`src/logic/spm_regs.svh`:
```
/*
 register offsets, field positions, reset values and timing constants
 of the serial port channel. assumes byte addresses on a 32-bit
 classic wishbone slave, one register per aligned word.
*/
`ifndef SPM_REGS_SVH
`define SPM_REGS_SVH

`define SPM_OFF_RXBUF   6'h00
`define SPM_OFF_TXHOLD  6'h04
`define SPM_OFF_CTRL    6'h08
`define SPM_OFF_STATUS  6'h0C
`define SPM_OFF_BCNT    6'h10
`define SPM_OFF_BCMP    6'h14

`define SPM_CTRL_MODE_LSB 0
`define SPM_CTRL_PEN      3
`define SPM_CTRL_EVN      4
`define SPM_CTRL_REN      5
`define SPM_CTRL_TB8      6

`define SPM_ST_RI   0
`define SPM_ST_TI   1
`define SPM_ST_TXE  2
`define SPM_ST_PE   3
`define SPM_ST_FE   4
`define SPM_ST_OE   5

`define SPM_BCMP_INTERNAL_TIMEBASE_SELECT 15
`define SPM_CTRL_RST  7'h00
`define SPM_BAUD_RST  15'h0000
`define SPM_OVERSAMPLE 3'h7

`endif

```
`src/logic/spm_pkg.sv`:
```
/*
 types of the serial port channel.
 assumes spm_regs.svh supplies numeric constants.
*/
package spm_pkg;
    typedef enum logic [2:0] {
        SPM_MODE_SYNC  = 3'h0,
        SPM_MODE_ASY8  = 3'h1,
        SPM_MODE_ADDR  = 3'h2,
        SPM_MODE_ASY9  = 3'h3,
        SPM_MODE_ASY7  = 3'h4
    } spm_mode_t;
    typedef enum {SPM_TX_IDLE, SPM_TX_START, SPM_TX_DATA, SPM_TX_STOP}
        spm_tx_t;
    typedef enum {SPM_RX_IDLE, SPM_RX_START, SPM_RX_DATA, SPM_RX_STOP}
        spm_rx_t;
endpackage : spm_pkg

```
`src/logic/spm_serial_port.sv`:
```
/*
 one serial port channel: async 7/8/9-bit and address modes, sync shift
 mode, 15-bit baud generator, classic wishbone register slave.
 assumes rxd_in and bclk_pin are asynchronous and synchronised here.
*/
`timescale 1ns/100ps
`include "spm_regs.svh"
module spm_serial_port
    import spm_pkg::*;
(
    input  wire logic        core_clk,
    input  wire logic        sys_rst,
    input  wire logic        wb_cyc_i,
    input  wire logic        wb_stb_i,
    input  wire logic        wb_we_i,
    input  wire logic [5:0]  wb_adr_i,
    input  wire logic [3:0]  wb_sel_i,
    input  wire logic [31:0] wb_dat_i,
    output logic      [31:0] wb_dat_o,
    output logic             wb_ack_o,
    input  wire logic        rxd_in,
    output logic             rxd_out,
    output logic             rxd_oe_n,
    output logic             txd_pin,
    input  wire logic        bclk_pin
);
    logic [6:0]  ctrl;
    logic [14:0] baud_cnt;
    logic [15:0] baud_cmp;
    logic [8:0]  rxbuf;
    logic [7:0]  txhold;
    logic        txhold_full;
    logic        ri, ti, pe, fe, oe, rb8;
    logic [1:0]  rxd_sync, bclk_sync;
    logic        bclk_d;
    logic        baud_tick, tb_tick;
    logic        req, wr, rd;
    spm_tx_t     tx_st;
    spm_rx_t     rx_st;
    logic [2:0]  tx_ph, rx_ph;
    logic [3:0]  tx_n, rx_n;
    logic [9:0]  tx_sh;
    logic [8:0]  rx_sh;
    logic [2:0]  rx_votes;
    spm_mode_t   mode;
    logic        par_on;
    logic [3:0]  nbits;

    assign mode   = spm_mode_t'(ctrl[`SPM_CTRL_MODE_LSB +: 3]);
    // seven-bit and sync frames never carry parity
    assign par_on = ctrl[`SPM_CTRL_PEN] && mode != SPM_MODE_ASY7
                    && mode != SPM_MODE_SYNC;
    assign req    = wb_cyc_i && wb_stb_i && !wb_ack_o;
    assign wr     = req && wb_we_i && wb_sel_i[0];
    assign rd     = req && !wb_we_i;

    function automatic logic [3:0] frame_bits(input spm_mode_t m);
        case (m)
            SPM_MODE_ASY7: frame_bits = 4'h7;
            SPM_MODE_ADDR,
            SPM_MODE_ASY9: frame_bits = 4'h9;
            default:       frame_bits = 4'h8;
        endcase
    endfunction : frame_bits
    assign nbits = frame_bits(mode);

    always_ff @(posedge core_clk or posedge sys_rst) begin
        if (sys_rst) begin
            rxd_sync  <= 2'h0;
            bclk_sync <= 2'h0;
            bclk_d    <= 1'b0;
        end else begin
            rxd_sync  <= {rxd_sync[0], rxd_in};
            bclk_sync <= {bclk_sync[0], bclk_pin};
            bclk_d    <= bclk_sync[1];
        end
    end

    // timebase: cpu clock or rising edge of the synchronised pin
    assign tb_tick = baud_cmp[`SPM_BCMP_INTERNAL_TIMEBASE_SELECT] ? 1'b1
                     : (bclk_sync[1] && !bclk_d);
    assign baud_tick = tb_tick && (baud_cnt == baud_cmp[14:0]);

    always_ff @(posedge core_clk or posedge sys_rst) begin
        if (sys_rst) begin
            baud_cnt <= `SPM_BAUD_RST;
        end else if (wr && wb_adr_i == `SPM_OFF_BCNT) begin
            baud_cnt <= wb_dat_i[14:0];
        end else if (baud_tick) begin
            baud_cnt <= `SPM_BAUD_RST;
        end else if (tb_tick) begin
            baud_cnt <= baud_cnt + 15'h0001;
        end
    end

    always_ff @(posedge core_clk or posedge sys_rst) begin
        if (sys_rst) begin
            baud_cmp <= {1'b0, `SPM_BAUD_RST};
        end else if (wr && wb_adr_i == `SPM_OFF_BCMP) begin
            baud_cmp <= wb_dat_i[15:0];
        end
    end

    // tx_done strobes after a completed frame so the ninth bit clears
    logic tx_done;
    always_ff @(posedge core_clk or posedge sys_rst) begin
        if (sys_rst) begin
            ctrl <= `SPM_CTRL_RST;
        end else if (wr && wb_adr_i == `SPM_OFF_CTRL) begin
            ctrl <= wb_dat_i[6:0];
        end else if (tx_done) begin
            ctrl[`SPM_CTRL_TB8] <= 1'b0;
        end
    end

    // load of tx shifter, value depends on mode and parity
    function automatic logic [8:0] tx_frame(input logic [7:0] d,
                                            input spm_mode_t m,
                                            input logic p,
                                            input logic ev,
                                            input logic tb8);
        logic [8:0] f;
        f = {1'b0, d};
        case (m)
            SPM_MODE_ASY7: f = {2'b00, d[6:0]};
            SPM_MODE_ASY8: if (p) f[7] = ^d[6:0] ^ ~ev;
            SPM_MODE_ADDR,
            SPM_MODE_ASY9: f[8] = p ? (^d ^ ~ev) : tb8;
            default:       f = {1'b0, d};
        endcase
        tx_frame = f;
    endfunction : tx_frame

    logic tx_load;
    // start on a baud pulse so the start bit lasts a whole bit
    assign tx_load = tx_st == SPM_TX_IDLE && txhold_full && baud_tick;

    always_ff @(posedge core_clk or posedge sys_rst) begin
        if (sys_rst) begin
            txhold      <= 8'h00;
            txhold_full <= 1'b0;
        end else if (wr && wb_adr_i == `SPM_OFF_TXHOLD) begin
            txhold      <= wb_dat_i[7:0];
            txhold_full <= 1'b1;
        end else if (tx_load) begin
            txhold_full <= 1'b0;
        end
    end

    // tx machine; sync mode reuses it to drive clock and data
    always_ff @(posedge core_clk or posedge sys_rst) begin
        if (sys_rst) begin
            tx_st   <= SPM_TX_IDLE;
            tx_ph   <= 3'h0;
            tx_n    <= 4'h0;
            tx_sh   <= 10'h3FF;
            tx_done <= 1'b0;
        end else begin
            tx_done <= 1'b0;
            case (tx_st)
                SPM_TX_IDLE: if (tx_load) begin
                    // sync: dummy lsb, first clock fall presents bit 0
                    tx_sh <= (mode == SPM_MODE_SYNC)
                             ? {1'b1, txhold, 1'b1}
                             : {1'b1, tx_frame(txhold, mode, par_on,
                               ctrl[`SPM_CTRL_EVN], ctrl[`SPM_CTRL_TB8])};
                    tx_ph <= 3'h0;
                    tx_n  <= 4'h0;
                    tx_st <= (mode == SPM_MODE_SYNC) ? SPM_TX_DATA
                                                     : SPM_TX_START;
                end
                SPM_TX_START: if (baud_tick) begin
                    tx_ph <= tx_ph + 3'h1;
                    if (tx_ph == `SPM_OVERSAMPLE) tx_st <= SPM_TX_DATA;
                end
                SPM_TX_DATA: if (baud_tick) begin
                    // sync: one bit per baud pulse; async: eight pulses
                    tx_ph <= tx_ph + 3'h1;
                    if (mode == SPM_MODE_SYNC ||
                        tx_ph == `SPM_OVERSAMPLE) begin
                        tx_sh <= {1'b1, tx_sh[9:1]};
                        tx_n  <= tx_n + 4'h1;
                        tx_ph <= 3'h0;
                        if (tx_n == nbits - 4'h1) tx_st <= SPM_TX_STOP;
                    end
                end
                SPM_TX_STOP: if (baud_tick) begin
                    tx_ph <= tx_ph + 3'h1;
                    if (mode == SPM_MODE_SYNC ||
                        tx_ph == `SPM_OVERSAMPLE) begin
                        tx_st   <= SPM_TX_IDLE;
                        tx_done <= 1'b1;
                    end
                end
                default: tx_st <= SPM_TX_IDLE;
            endcase
        end
    end

    // sync shift clock: falls with the data change, rises a timebase
    // tick later so the peripheral sees settled data on the rise
    logic sync_clk;
    always_ff @(posedge core_clk or posedge sys_rst) begin
        if (sys_rst) begin
            sync_clk <= 1'b1;
        end else if (mode != SPM_MODE_SYNC) begin
            sync_clk <= 1'b1;
        end else if (baud_tick && ((tx_st == SPM_TX_DATA) ||
                                   (rx_st == SPM_RX_DATA))) begin
            sync_clk <= 1'b0;
        end else if (tb_tick) begin
            sync_clk <= 1'b1;
        end
    end

    always_ff @(posedge core_clk or posedge sys_rst) begin
        if (sys_rst) begin
            txd_pin  <= 1'b1;
            rxd_out  <= 1'b1;
            rxd_oe_n <= 1'b1;
        end else if (mode == SPM_MODE_SYNC) begin
            txd_pin  <= sync_clk;
            rxd_out  <= tx_sh[0];
            // held through stop so the last bit stands at its clock rise
            rxd_oe_n <= !(tx_st == SPM_TX_DATA ||
                          tx_st == SPM_TX_STOP);
        end else begin
            txd_pin  <= (tx_st == SPM_TX_START) ? 1'b0
                        : (tx_st == SPM_TX_DATA) ? tx_sh[0] : 1'b1;
            rxd_out  <= 1'b1;
            rxd_oe_n <= 1'b1;
        end
    end

    // rx machine: majority of samples 3,4,5 of eight
    logic maj;
    assign maj = (rx_votes[0] & rx_votes[1]) | (rx_votes[0] & rx_votes[2])
                 | (rx_votes[1] & rx_votes[2]);
    logic rx_ok;
    logic [8:0] rx_word;
    assign rx_word = (mode == SPM_MODE_ASY7) ? {2'b00, rx_sh[8:2]}
                     : (nbits == 4'h8) ? {1'b0, rx_sh[8:1]} : rx_sh;
    logic rx_perr;
    // even parity leaves the whole word with an even count of ones
    assign rx_perr = par_on && ((^rx_word[8:0]) != !ctrl[`SPM_CTRL_EVN]);

    always_ff @(posedge core_clk or posedge sys_rst) begin
        if (sys_rst) begin
            rx_st    <= SPM_RX_IDLE;
            rx_ph    <= 3'h0;
            rx_n     <= 4'h0;
            rx_sh    <= 9'h000;
            rx_votes <= 3'h0;
            rx_ok    <= 1'b0;
        end else begin
            rx_ok <= 1'b0;
            if (baud_tick && rx_ph >= 3'h2 && rx_ph <= 3'h4)
                rx_votes <= {rx_votes[1:0], rxd_sync[1]};
            case (rx_st)
                SPM_RX_IDLE: begin
                    rx_ph <= 3'h0;
                    rx_n  <= 4'h0;
                    if (ctrl[`SPM_CTRL_REN] && mode == SPM_MODE_SYNC
                        && tx_st == SPM_TX_IDLE && !txhold_full
                        && !ri) begin
                        rx_st <= SPM_RX_DATA;
                    end else if (ctrl[`SPM_CTRL_REN] &&
                                 mode != SPM_MODE_SYNC && !rxd_sync[1]) begin
                        rx_st <= SPM_RX_START;
                    end
                end
                SPM_RX_START: if (baud_tick) begin
                    rx_ph <= rx_ph + 3'h1;
                    if (rx_ph == 3'h5 && maj) rx_st <= SPM_RX_IDLE;
                    if (rx_ph == `SPM_OVERSAMPLE) rx_st <= SPM_RX_DATA;
                end
                SPM_RX_DATA: if (baud_tick) begin
                    rx_ph <= rx_ph + 3'h1;
                    if (mode == SPM_MODE_SYNC ||
                        rx_ph == `SPM_OVERSAMPLE) begin
                        rx_sh <= {(mode == SPM_MODE_SYNC) ? rxd_sync[1] : maj,
                                  rx_sh[8:1]};
                        rx_n  <= rx_n + 4'h1;
                        rx_ph <= 3'h0;
                        if (rx_n == nbits - 4'h1) begin
                            rx_st <= (mode == SPM_MODE_SYNC) ? SPM_RX_IDLE
                                                             : SPM_RX_STOP;
                            rx_ok <= (mode == SPM_MODE_SYNC);
                        end
                    end
                end
                SPM_RX_STOP: if (baud_tick && rx_ph == 3'h5) begin
                    rx_st <= SPM_RX_IDLE;
                    rx_ok <= 1'b1;
                end else if (baud_tick) begin
                    rx_ph <= rx_ph + 3'h1;
                end
                default: rx_st <= SPM_RX_IDLE;
            endcase
        end
    end

    // stop validated mid-bit; address mode drops ninth-bit-zero frames
    logic rx_take, rx_stop_bad;
    assign rx_stop_bad = mode != SPM_MODE_SYNC && !maj;
    assign rx_take = rx_ok && !(mode == SPM_MODE_ADDR && !rx_word[8]);

    always_ff @(posedge core_clk or posedge sys_rst) begin
        if (sys_rst) begin
            rxbuf <= 9'h000;
        end else if (rx_take) begin
            rxbuf <= rx_word;
        end
    end

    // set wins over the read-clear of status
    logic st_rd;
    assign st_rd = rd && wb_adr_i == `SPM_OFF_STATUS;
    always_ff @(posedge core_clk or posedge sys_rst) begin
        if (sys_rst) begin
            ri  <= 1'b0;
            ti  <= 1'b0;
            pe  <= 1'b0;
            fe  <= 1'b0;
            oe  <= 1'b0;
            rb8 <= 1'b0;
        end else begin
            ri  <= rx_take | (ri & !st_rd);
            ti  <= tx_done | (ti & !st_rd);
            oe  <= (rx_take & ri) | (oe & !st_rd);
            fe  <= (rx_take & rx_stop_bad) | (fe & !st_rd);
            pe  <= (rx_take & rx_perr) | (pe & !st_rd);
            if (rx_take) rb8 <= rx_word[8];
        end
    end

    always_ff @(posedge core_clk or posedge sys_rst) begin
        if (sys_rst) begin
            wb_ack_o <= 1'b0;
            wb_dat_o <= 32'h0000_0000;
        end else begin
            wb_ack_o <= req;
            wb_dat_o <= 32'h0000_0000;
            if (rd) begin
                case (wb_adr_i)
                    `SPM_OFF_RXBUF:  wb_dat_o[8:0] <= rxbuf;
                    `SPM_OFF_TXHOLD: wb_dat_o[7:0] <= txhold;
                    `SPM_OFF_CTRL:   wb_dat_o[6:0] <= ctrl;
                    `SPM_OFF_STATUS: wb_dat_o[5:0] <= {oe, fe,
                        par_on ? pe : rb8,
                        !txhold_full, ti, ri};
                    `SPM_OFF_BCNT:   wb_dat_o[14:0] <= baud_cnt;
                    `SPM_OFF_BCMP:   wb_dat_o[15:0] <= baud_cmp;
                    default:         wb_dat_o <= 32'h0000_0000;
                endcase
            end
        end
    end
endmodule : spm_serial_port

```
`config.mk`:
```
export PLATFORM = sky130hd
export DESIGN_NAME = spm_serial_port
export DESIGN_NICKNAME = d
export VERILOG_FILES = /design/src/logic/spm_pkg.sv /design/src/logic/spm_serial_port.sv
export VERILOG_INCLUDE_DIRS = /design/src /design/src/logic
export SDC_FILE = /design/constraint.sdc
export NUM_CORES = 1
export LEC_CHECK = 0
export ABC_AREA = 0
export BUFFER_PORTS_ARGS = -buffer_cell sky130_fd_sc_hd__buf_2
export CAP_MARGIN = 20
export CORE_MARGIN = 8
export CORE_UTILIZATION = 51
export DETAILED_ROUTE_END_ITERATION = 8
export PLACE_DENSITY = 0.71
export SYNTH_ARGS = -nofsm -noshare
export SYNTH_HDL_FRONTEND = slang
export SYNTH_SLANG_ARGS = --single-unit
```
`constraint.sdc`:
```
create_clock -name core_clk -period 3.7 [get_ports core_clk]
set_input_delay 0 -clock core_clk [delete_from_list [all_inputs] [get_ports core_clk]]
set_output_delay 0 -clock core_clk [all_outputs]
set_load 0.02 [all_outputs]
```
-- After elaboration in Yosys (flattened, before gate mapping)
Cells that the tools add are included.
- register bits after elaboration: 206
- input port bits: 49
- output and inout port bits: 36
- word-level logic and storage cells: 263
- $add $sub $neg: 6
- order comparisons: 2
- equal/unequal tests: 45
- mux-type cells: 83
- bitwise logic cells: 21
- reduce and logical (&&, ||, !) cells: 73
- operator list (cell ; count):
    $mux 32 ; 17
    $pmux 32 s4 ; 2
    $eq 32x2->1 const B ; 5
    $eq 32x3->1 const B ; 3
    $logic_not 32->1 ; 3
    $eq 32x1->1 const B ; 2
    $mux 15 ; 3
    $pmux 6 s6 ; 1
    $logic_and 1x1->1 ; 31
    $mux 10 ; 3
    $ne 2x2->1 const B ; 14
    $mux 9 ; 3
    $mux 1 ; 26
    $mux 3 ; 8
    $pmux 4 s2 ; 3
    $mux 4 ; 5
    $pmux 10 s2 ; 1
    $mux 16 ; 1
    $add 15x1->15 const B ; 1
    $eq 15x15->1 ; 1
    $eq 3x3->1 const B ; 4
    $eq 6x4->1 const B ; 2
    $eq 6x5->1 const B ; 2
    $logic_not 1->1 ; 12
    other kinds (39) ; 77

-- Longest topological paths before layout
- depth in word-level cells: 12
- mapped depth: 9
- depth with buffers taken out: 8

-- Least setup slack after synthesis
OpenSTA, ideal clock, no wires.
- path kind: register -> register
- start: reg ctrl[0]
- end: reg tx_st[0]
- library setup time: 125 ps
- arrival time: 2095 ps
- required time: 3575 ps
- path slack: 1481 ps
- stages on the path, launching flop included: 9
- buffers on the path: 2
- clock period less this slack: 2219 ps
- cell sequence: dfrtp_1 > buf_6 > or3b_4 > buf_6 > xor2_1 > nor3_1 > o22ai_1 > a211oi_1 > mux2_2
- cells in the longest elaborated chain, start to end: 7
- elaborated cells on any way between the ends: 16
- those cells by class: add/sub (1); eq/ne (7); mux (4); reduce/logical (4)
- RTL lines (item ; RTL line ; RTL):
    start, declared ; spm_serial_port.sv:27 ; logic [6:0] ctrl;
    start signal, assigned ; spm_serial_port.sv:108 ; ctrl <= `SPM_CTRL_RST;
    start signal, assigned ; spm_serial_port.sv:110 ; ctrl <= wb_dat_i[6:0];
    $eq 3x2->1 ; spm_serial_port.sv:58 ; case (m)
    $reduce_or 2->1 ; spm_serial_port.sv:58 ;
    $pmux 4 s2 ; spm_serial_port.sv:58 ;
    $sub 4x1->4 ; spm_serial_port.sv:184 ; if (tx_n == nbits - 4'h1) tx_st <= SPM_TX_STOP;
    $eq 4x4->1 ; spm_serial_port.sv:184 ;
    $ne 2x2->1 (no line) ; -- ;
    $reduce_and 8->1 (no line) ; -- ;
    end signal, assigned ; spm_serial_port.sv:169 ; tx_st <= (mode == SPM_MODE_SYNC) ? SPM_TX_DATA
    end, declared ; spm_serial_port.sv:38 ; spm_tx_t tx_st;
Several ways; a longest one is shown, not always the timed one. The select of a mux whose other input is x is not followed.
A chain may end at the register's enable or synchronous reset.

-- Worst setup path after layout
- start: reg baud_cnt[0]
- end: reg tx_st[1]
- cells in the longest elaborated chain, start to end: 5
- elaborated cells on any way between the ends: 8
- those cells by class: eq/ne (5); reduce/logical (3)
- RTL lines (item ; RTL line ; RTL):
    start, declared ; spm_serial_port.sv:28 ; logic [14:0] baud_cnt;
    start signal, assigned ; spm_serial_port.sv:86 ; baud_cnt <= `SPM_BAUD_RST;
    start signal, assigned ; spm_serial_port.sv:88 ; baud_cnt <= wb_dat_i[14:0];
    start signal, assigned ; spm_serial_port.sv:90 ; baud_cnt <= `SPM_BAUD_RST;
    $eq 15x15->1 * ; spm_serial_port.sv:82 ; assign baud_tick = tb_tick && (baud_cnt == baud_cmp[14:0]);
    $logic_and 1x1->1 * ; spm_serial_port.sv:82 ;
    $logic_and 1x1->1 ; spm_serial_port.sv:136 ; assign tx_load = tx_st == SPM_TX_IDLE && txhold_full && baud_tick;
    $ne 2x2->1 (no line) ; -- ;
    $reduce_and 8->1 (no line) * ; -- ;
Mark *: on every way between the ends. The rest lies on a longest branch, timed or not.

==> flow_summary.toml <==
[cts]
clk_root_buffer_cell = "clkbuf_16"
cts_max_path_buffers = 2
htree_num_levels = 4
cts_tree = "built"
clk_latency_ns = 0.42
clk_transition_reported_paths_ns = 0.05
post-cts-setup-buffer-count = 0
cts.sinks = 128
cts_inserted_buffers = 17

[setup_path]
r2r-end = "tx_st[1]$_DFFE_PP0P_"
timing.critical_path.from_type = "register"
ff2ff_setup_slack_ns = 0.94
worst_setup_path_end_kind = "register"
critical_path_arrival_ns = 3.06
critical_path.max_stage_delay_ns = 0.65
required_ns = 4.00
path_class = "register to register"
crit-reg2reg-launch = "baud_cnt[0]$_DFFE_PP0P_"
reg2reg_depth = 6
crit_path_cells = "xnor2_1 -> nand4_1 -> nor4_4 -> o21ai_1 -> a211oi_1 -> mux2_2"
crit_path_max_fo = 7
critical_path.slowest_cell = "nor4_4"

[grt]
combined_global_route_utilization_of_all_metal_layers_pct = 20.3
grt_pass1_wl_um = 28700
grt_pass1_vias = 5618
globalRoute.totalOverflow = 0
grt_max_degree = 64
antenna_found_initial = 0

[floorplanning]
dieArea_um2 = 17600
chipHeight_um = 133
ios = 85
coreArea_um2 = 13300
placementRows = 42
floorplan.initialDensity_pct = 52.2
chip_width_um = 133

[route]
dr_total_vias = 5466
average_wire_per_cell_in_the_routed_design_um = 18.1
wirelength_um = 17100
drt_pre_antenna_iters = 5
detail_route.iter0.violations = 410
via_per_inst = 5.78
drc_errors = 0
drt.antenna.violating_nets = 0

[min_path]
hold_start = "wb_adr_i[5]"
hold_path.class = "primary input to register"
timing.hold.worst_path_depth = 4
min_delay_worst_endpoint = "wb_dat_o[8]$_DFF_PP0_"

[place]
routabilityCongestion = 0.878
dpl_cell_area_um2 = 7310
detailed_place_hpwl_um = 12200
port_buffers = 49

[pwr]
power_density_nw_per_um2 = 438
internal_power_consumption_uw = 2600
power.ir.vdd_worst_uv = 335
clock_power_share_pct = 41.5
part_of_the_power_in_combinational_logic_pct = 13.0
static_leakage_uw = 0.00368
sequentialPowerShare_pct = 45.4
power_switching_uw = 936
sw_frac_of_total_pct = 26.5

[logic_synthesis]
synth-warning-count = 0
synthMostInstantiatedCell = "dfrtp_1"
synth.avg_cell_area_um2 = 10.1
synth_flop_cell = "dfrtp_1"
synth_top_cell_by_area = "dfrtp_1"
yosysSeqAreaShare_pct = 46.3
netlist.area_leader.share_pct = 41.4
netlist-cell-type-count = 62
postSynthCellCount = 690
netlist_area_um2 = 6950
biggest_area_contributors_in_the_synthesized_netlist = "dfrtp_1 41%, mux2_2 7.5%, dfstp_2 4.9%"
number_of_synthesized_register_bits = 128
synth-async-reset-ratio_pct = 100
synthTopCellsByCount = "115 x dfrtp_1, 88 x nand2_1, 50 x nor2_1, 46 x mux2_2, 43 x o21ai_0"
synth_edf_count = 0

[timing]
number_of_hold_slack_violations_in_the_final_timing_report = 0
worst_clock_skew_ns = 0.00846
setup_repair_after_global_routing_missed_its_margin = "false"
finalSetupViolations = 0
fin_setup_tns_ns = 0
max_slew_violation_total_from_the_final_report = 0
max_clock_freq_mhz = 362
normalized_max_slew_margin_pct = 47.5
finalCriticalPeriod_ns = 2.76
period_share_pct = 74.7
tightest_slew_ns = 0.778

[job]
max_cap_viol_count = 0

[layout]
layout_cell_share_with_drive_strength_beyond_1_pct = 21.6
finalNetCount = 819
final_cell_area_um2 = 8060
syn2layout_area_growth_pct = 16.0
diodes = 0
nFillCells = 1116

[outcome]
status = "complete, no violations"
## flip-flops by register name, summed over array words and instances, names as in the netlist, 4 cells and up
signal,flops
rx_n,4
baud_cmp,16
tx_sh,9
tx_n,4
ctrl,7
txhold,8
wb_dat_o,16
baud_cnt,15
rxbuf,9
rx_sh,9
## placed cells by master, fill, tap and decap left out, types with 10 or more instances in the layout
cell type,synthesis,routed
nor2_1,50,50
nand4_1,11,11
o21ai_0,43,43
clkbuf_16,0,17
xor2_1,10,10
nand3_1,17,17
dfrtp_1,115,115
conb_1,1,16
xnor2_1,31,31
ha_1,14,14
mux2i_1,13,13
buf_2,7,49
and3_1,12,12
buf_4,16,15
nand2b_1,12,12
nand2_1,88,88
dfstp_2,13,13
inv_1,11,10
mux2_2,46,46
a21oi_1,38,38
dlygate4sd3_1,0,23
## critical path, delay by kind of cell (launching register included)
family,cells,cell delay [ns]
simple gates,2,0.92
xor+xnor,1,0.22
compound gates,2,0.65
flops,1,0.47
mux,1,0.38
## power groups by stage
stage | Combinational (uW) | Clock [uW] | Sequential, uW
after global placement | 418 | 0 | 1610
final | 461 | 1470 | 1610
after floorplan | 349 | 0 | 1580
after detailed placement | 433 | 0 | 1620
after CTS | 460 | 1500 | 1600
after global routing | 510 | 1570 | 1620
## worst max path at each step
| stage | from | end | depth (start not counted) | slack (ns) |
|---|---|---|---|---|
| 4_1_cts | baud_cnt[0]$_DFFE_PP0P_ | tx_st[1]$_DFFE_PP0P_ | 6 | 0.94 |
| 3_5_place_dp | baud_cnt[0]$_DFFE_PP0P_ | tx_st[1]$_DFFE_PP0P_ | 6 | 0.98 |
| 6_report | baud_cnt[0]$_DFFE_PP0P_ | tx_st[1]$_DFFE_PP0P_ | 6 | 0.94 |
| 5_1_grt | baud_cnt[0]$_DFFE_PP0P_ | tx_st[0]$_DFFE_PP0P_ | 6 | 0.77 |
| 3_3_place_gp | baud_cnt[0]$_DFFE_PP0P_ | tx_st[0]$_DFFE_PP0P_ | 6 | 1.02 |
| 2_1_floorplan | sys_rst | baud_cmp[0]$_DFFE_PP0P_ | 1 | 0.31 |
## stage by stage
stage	worst slack (ns)	hold WS (ns)	std cells	total power [uW]	utilization, %
finish	0.935	0.0164	945	3530	60.6
global route	0.768	0.0457	945	3690	60.6
CTS	0.935	0.00154	945	3560	60.6
detailed placement	0.977	0.113	890	2050	55.0
global placement	1.02	0.112	890	2030	55.0
floorplan	0.309	0.0314	705	1930	-
## cell type report
class                      instances  area, um^2  area share, %
clock buffer                      29         500           6.21
tap                              176         220           2.73
clock inverter                     3        15.0          0.186
inverter                          11        43.8          0.543
multi-input combinational        511        3470           43.1
sequential                       128        3220           40.0
timing repair buffer              87         588           7.30
## what timing repair did
action                                 in CTS  in global routing
resized for setup                           0                  0
endpoints found under the hold margin     112                  0
hold buffers                               23                  0
## cell families after synthesis
family | after synthesis | share of synthesized area [%]
simple gates | 229 | 15.6
compound gates | 142 | 13.1
flops | 128 | 46.3
mux | 66 | 11.6
buf+inv | 66 | 4.77
xor+xnor | 43 | 5.84
fa+ha+maj | 15 | 2.67
other cells | 1 | 0.0540
## routing by layer
layer  GRT usage, %  vias to the layer above  routed length [um]
met5              0                        -                   0
met4           8.90                        0                 550
met3           5.49                       48                 901
met2           33.2                      175                8420
met1           24.8                     2696                7250
li1               -                     2547                   -
Note: power is estimated with default switching activity, not from simulation.
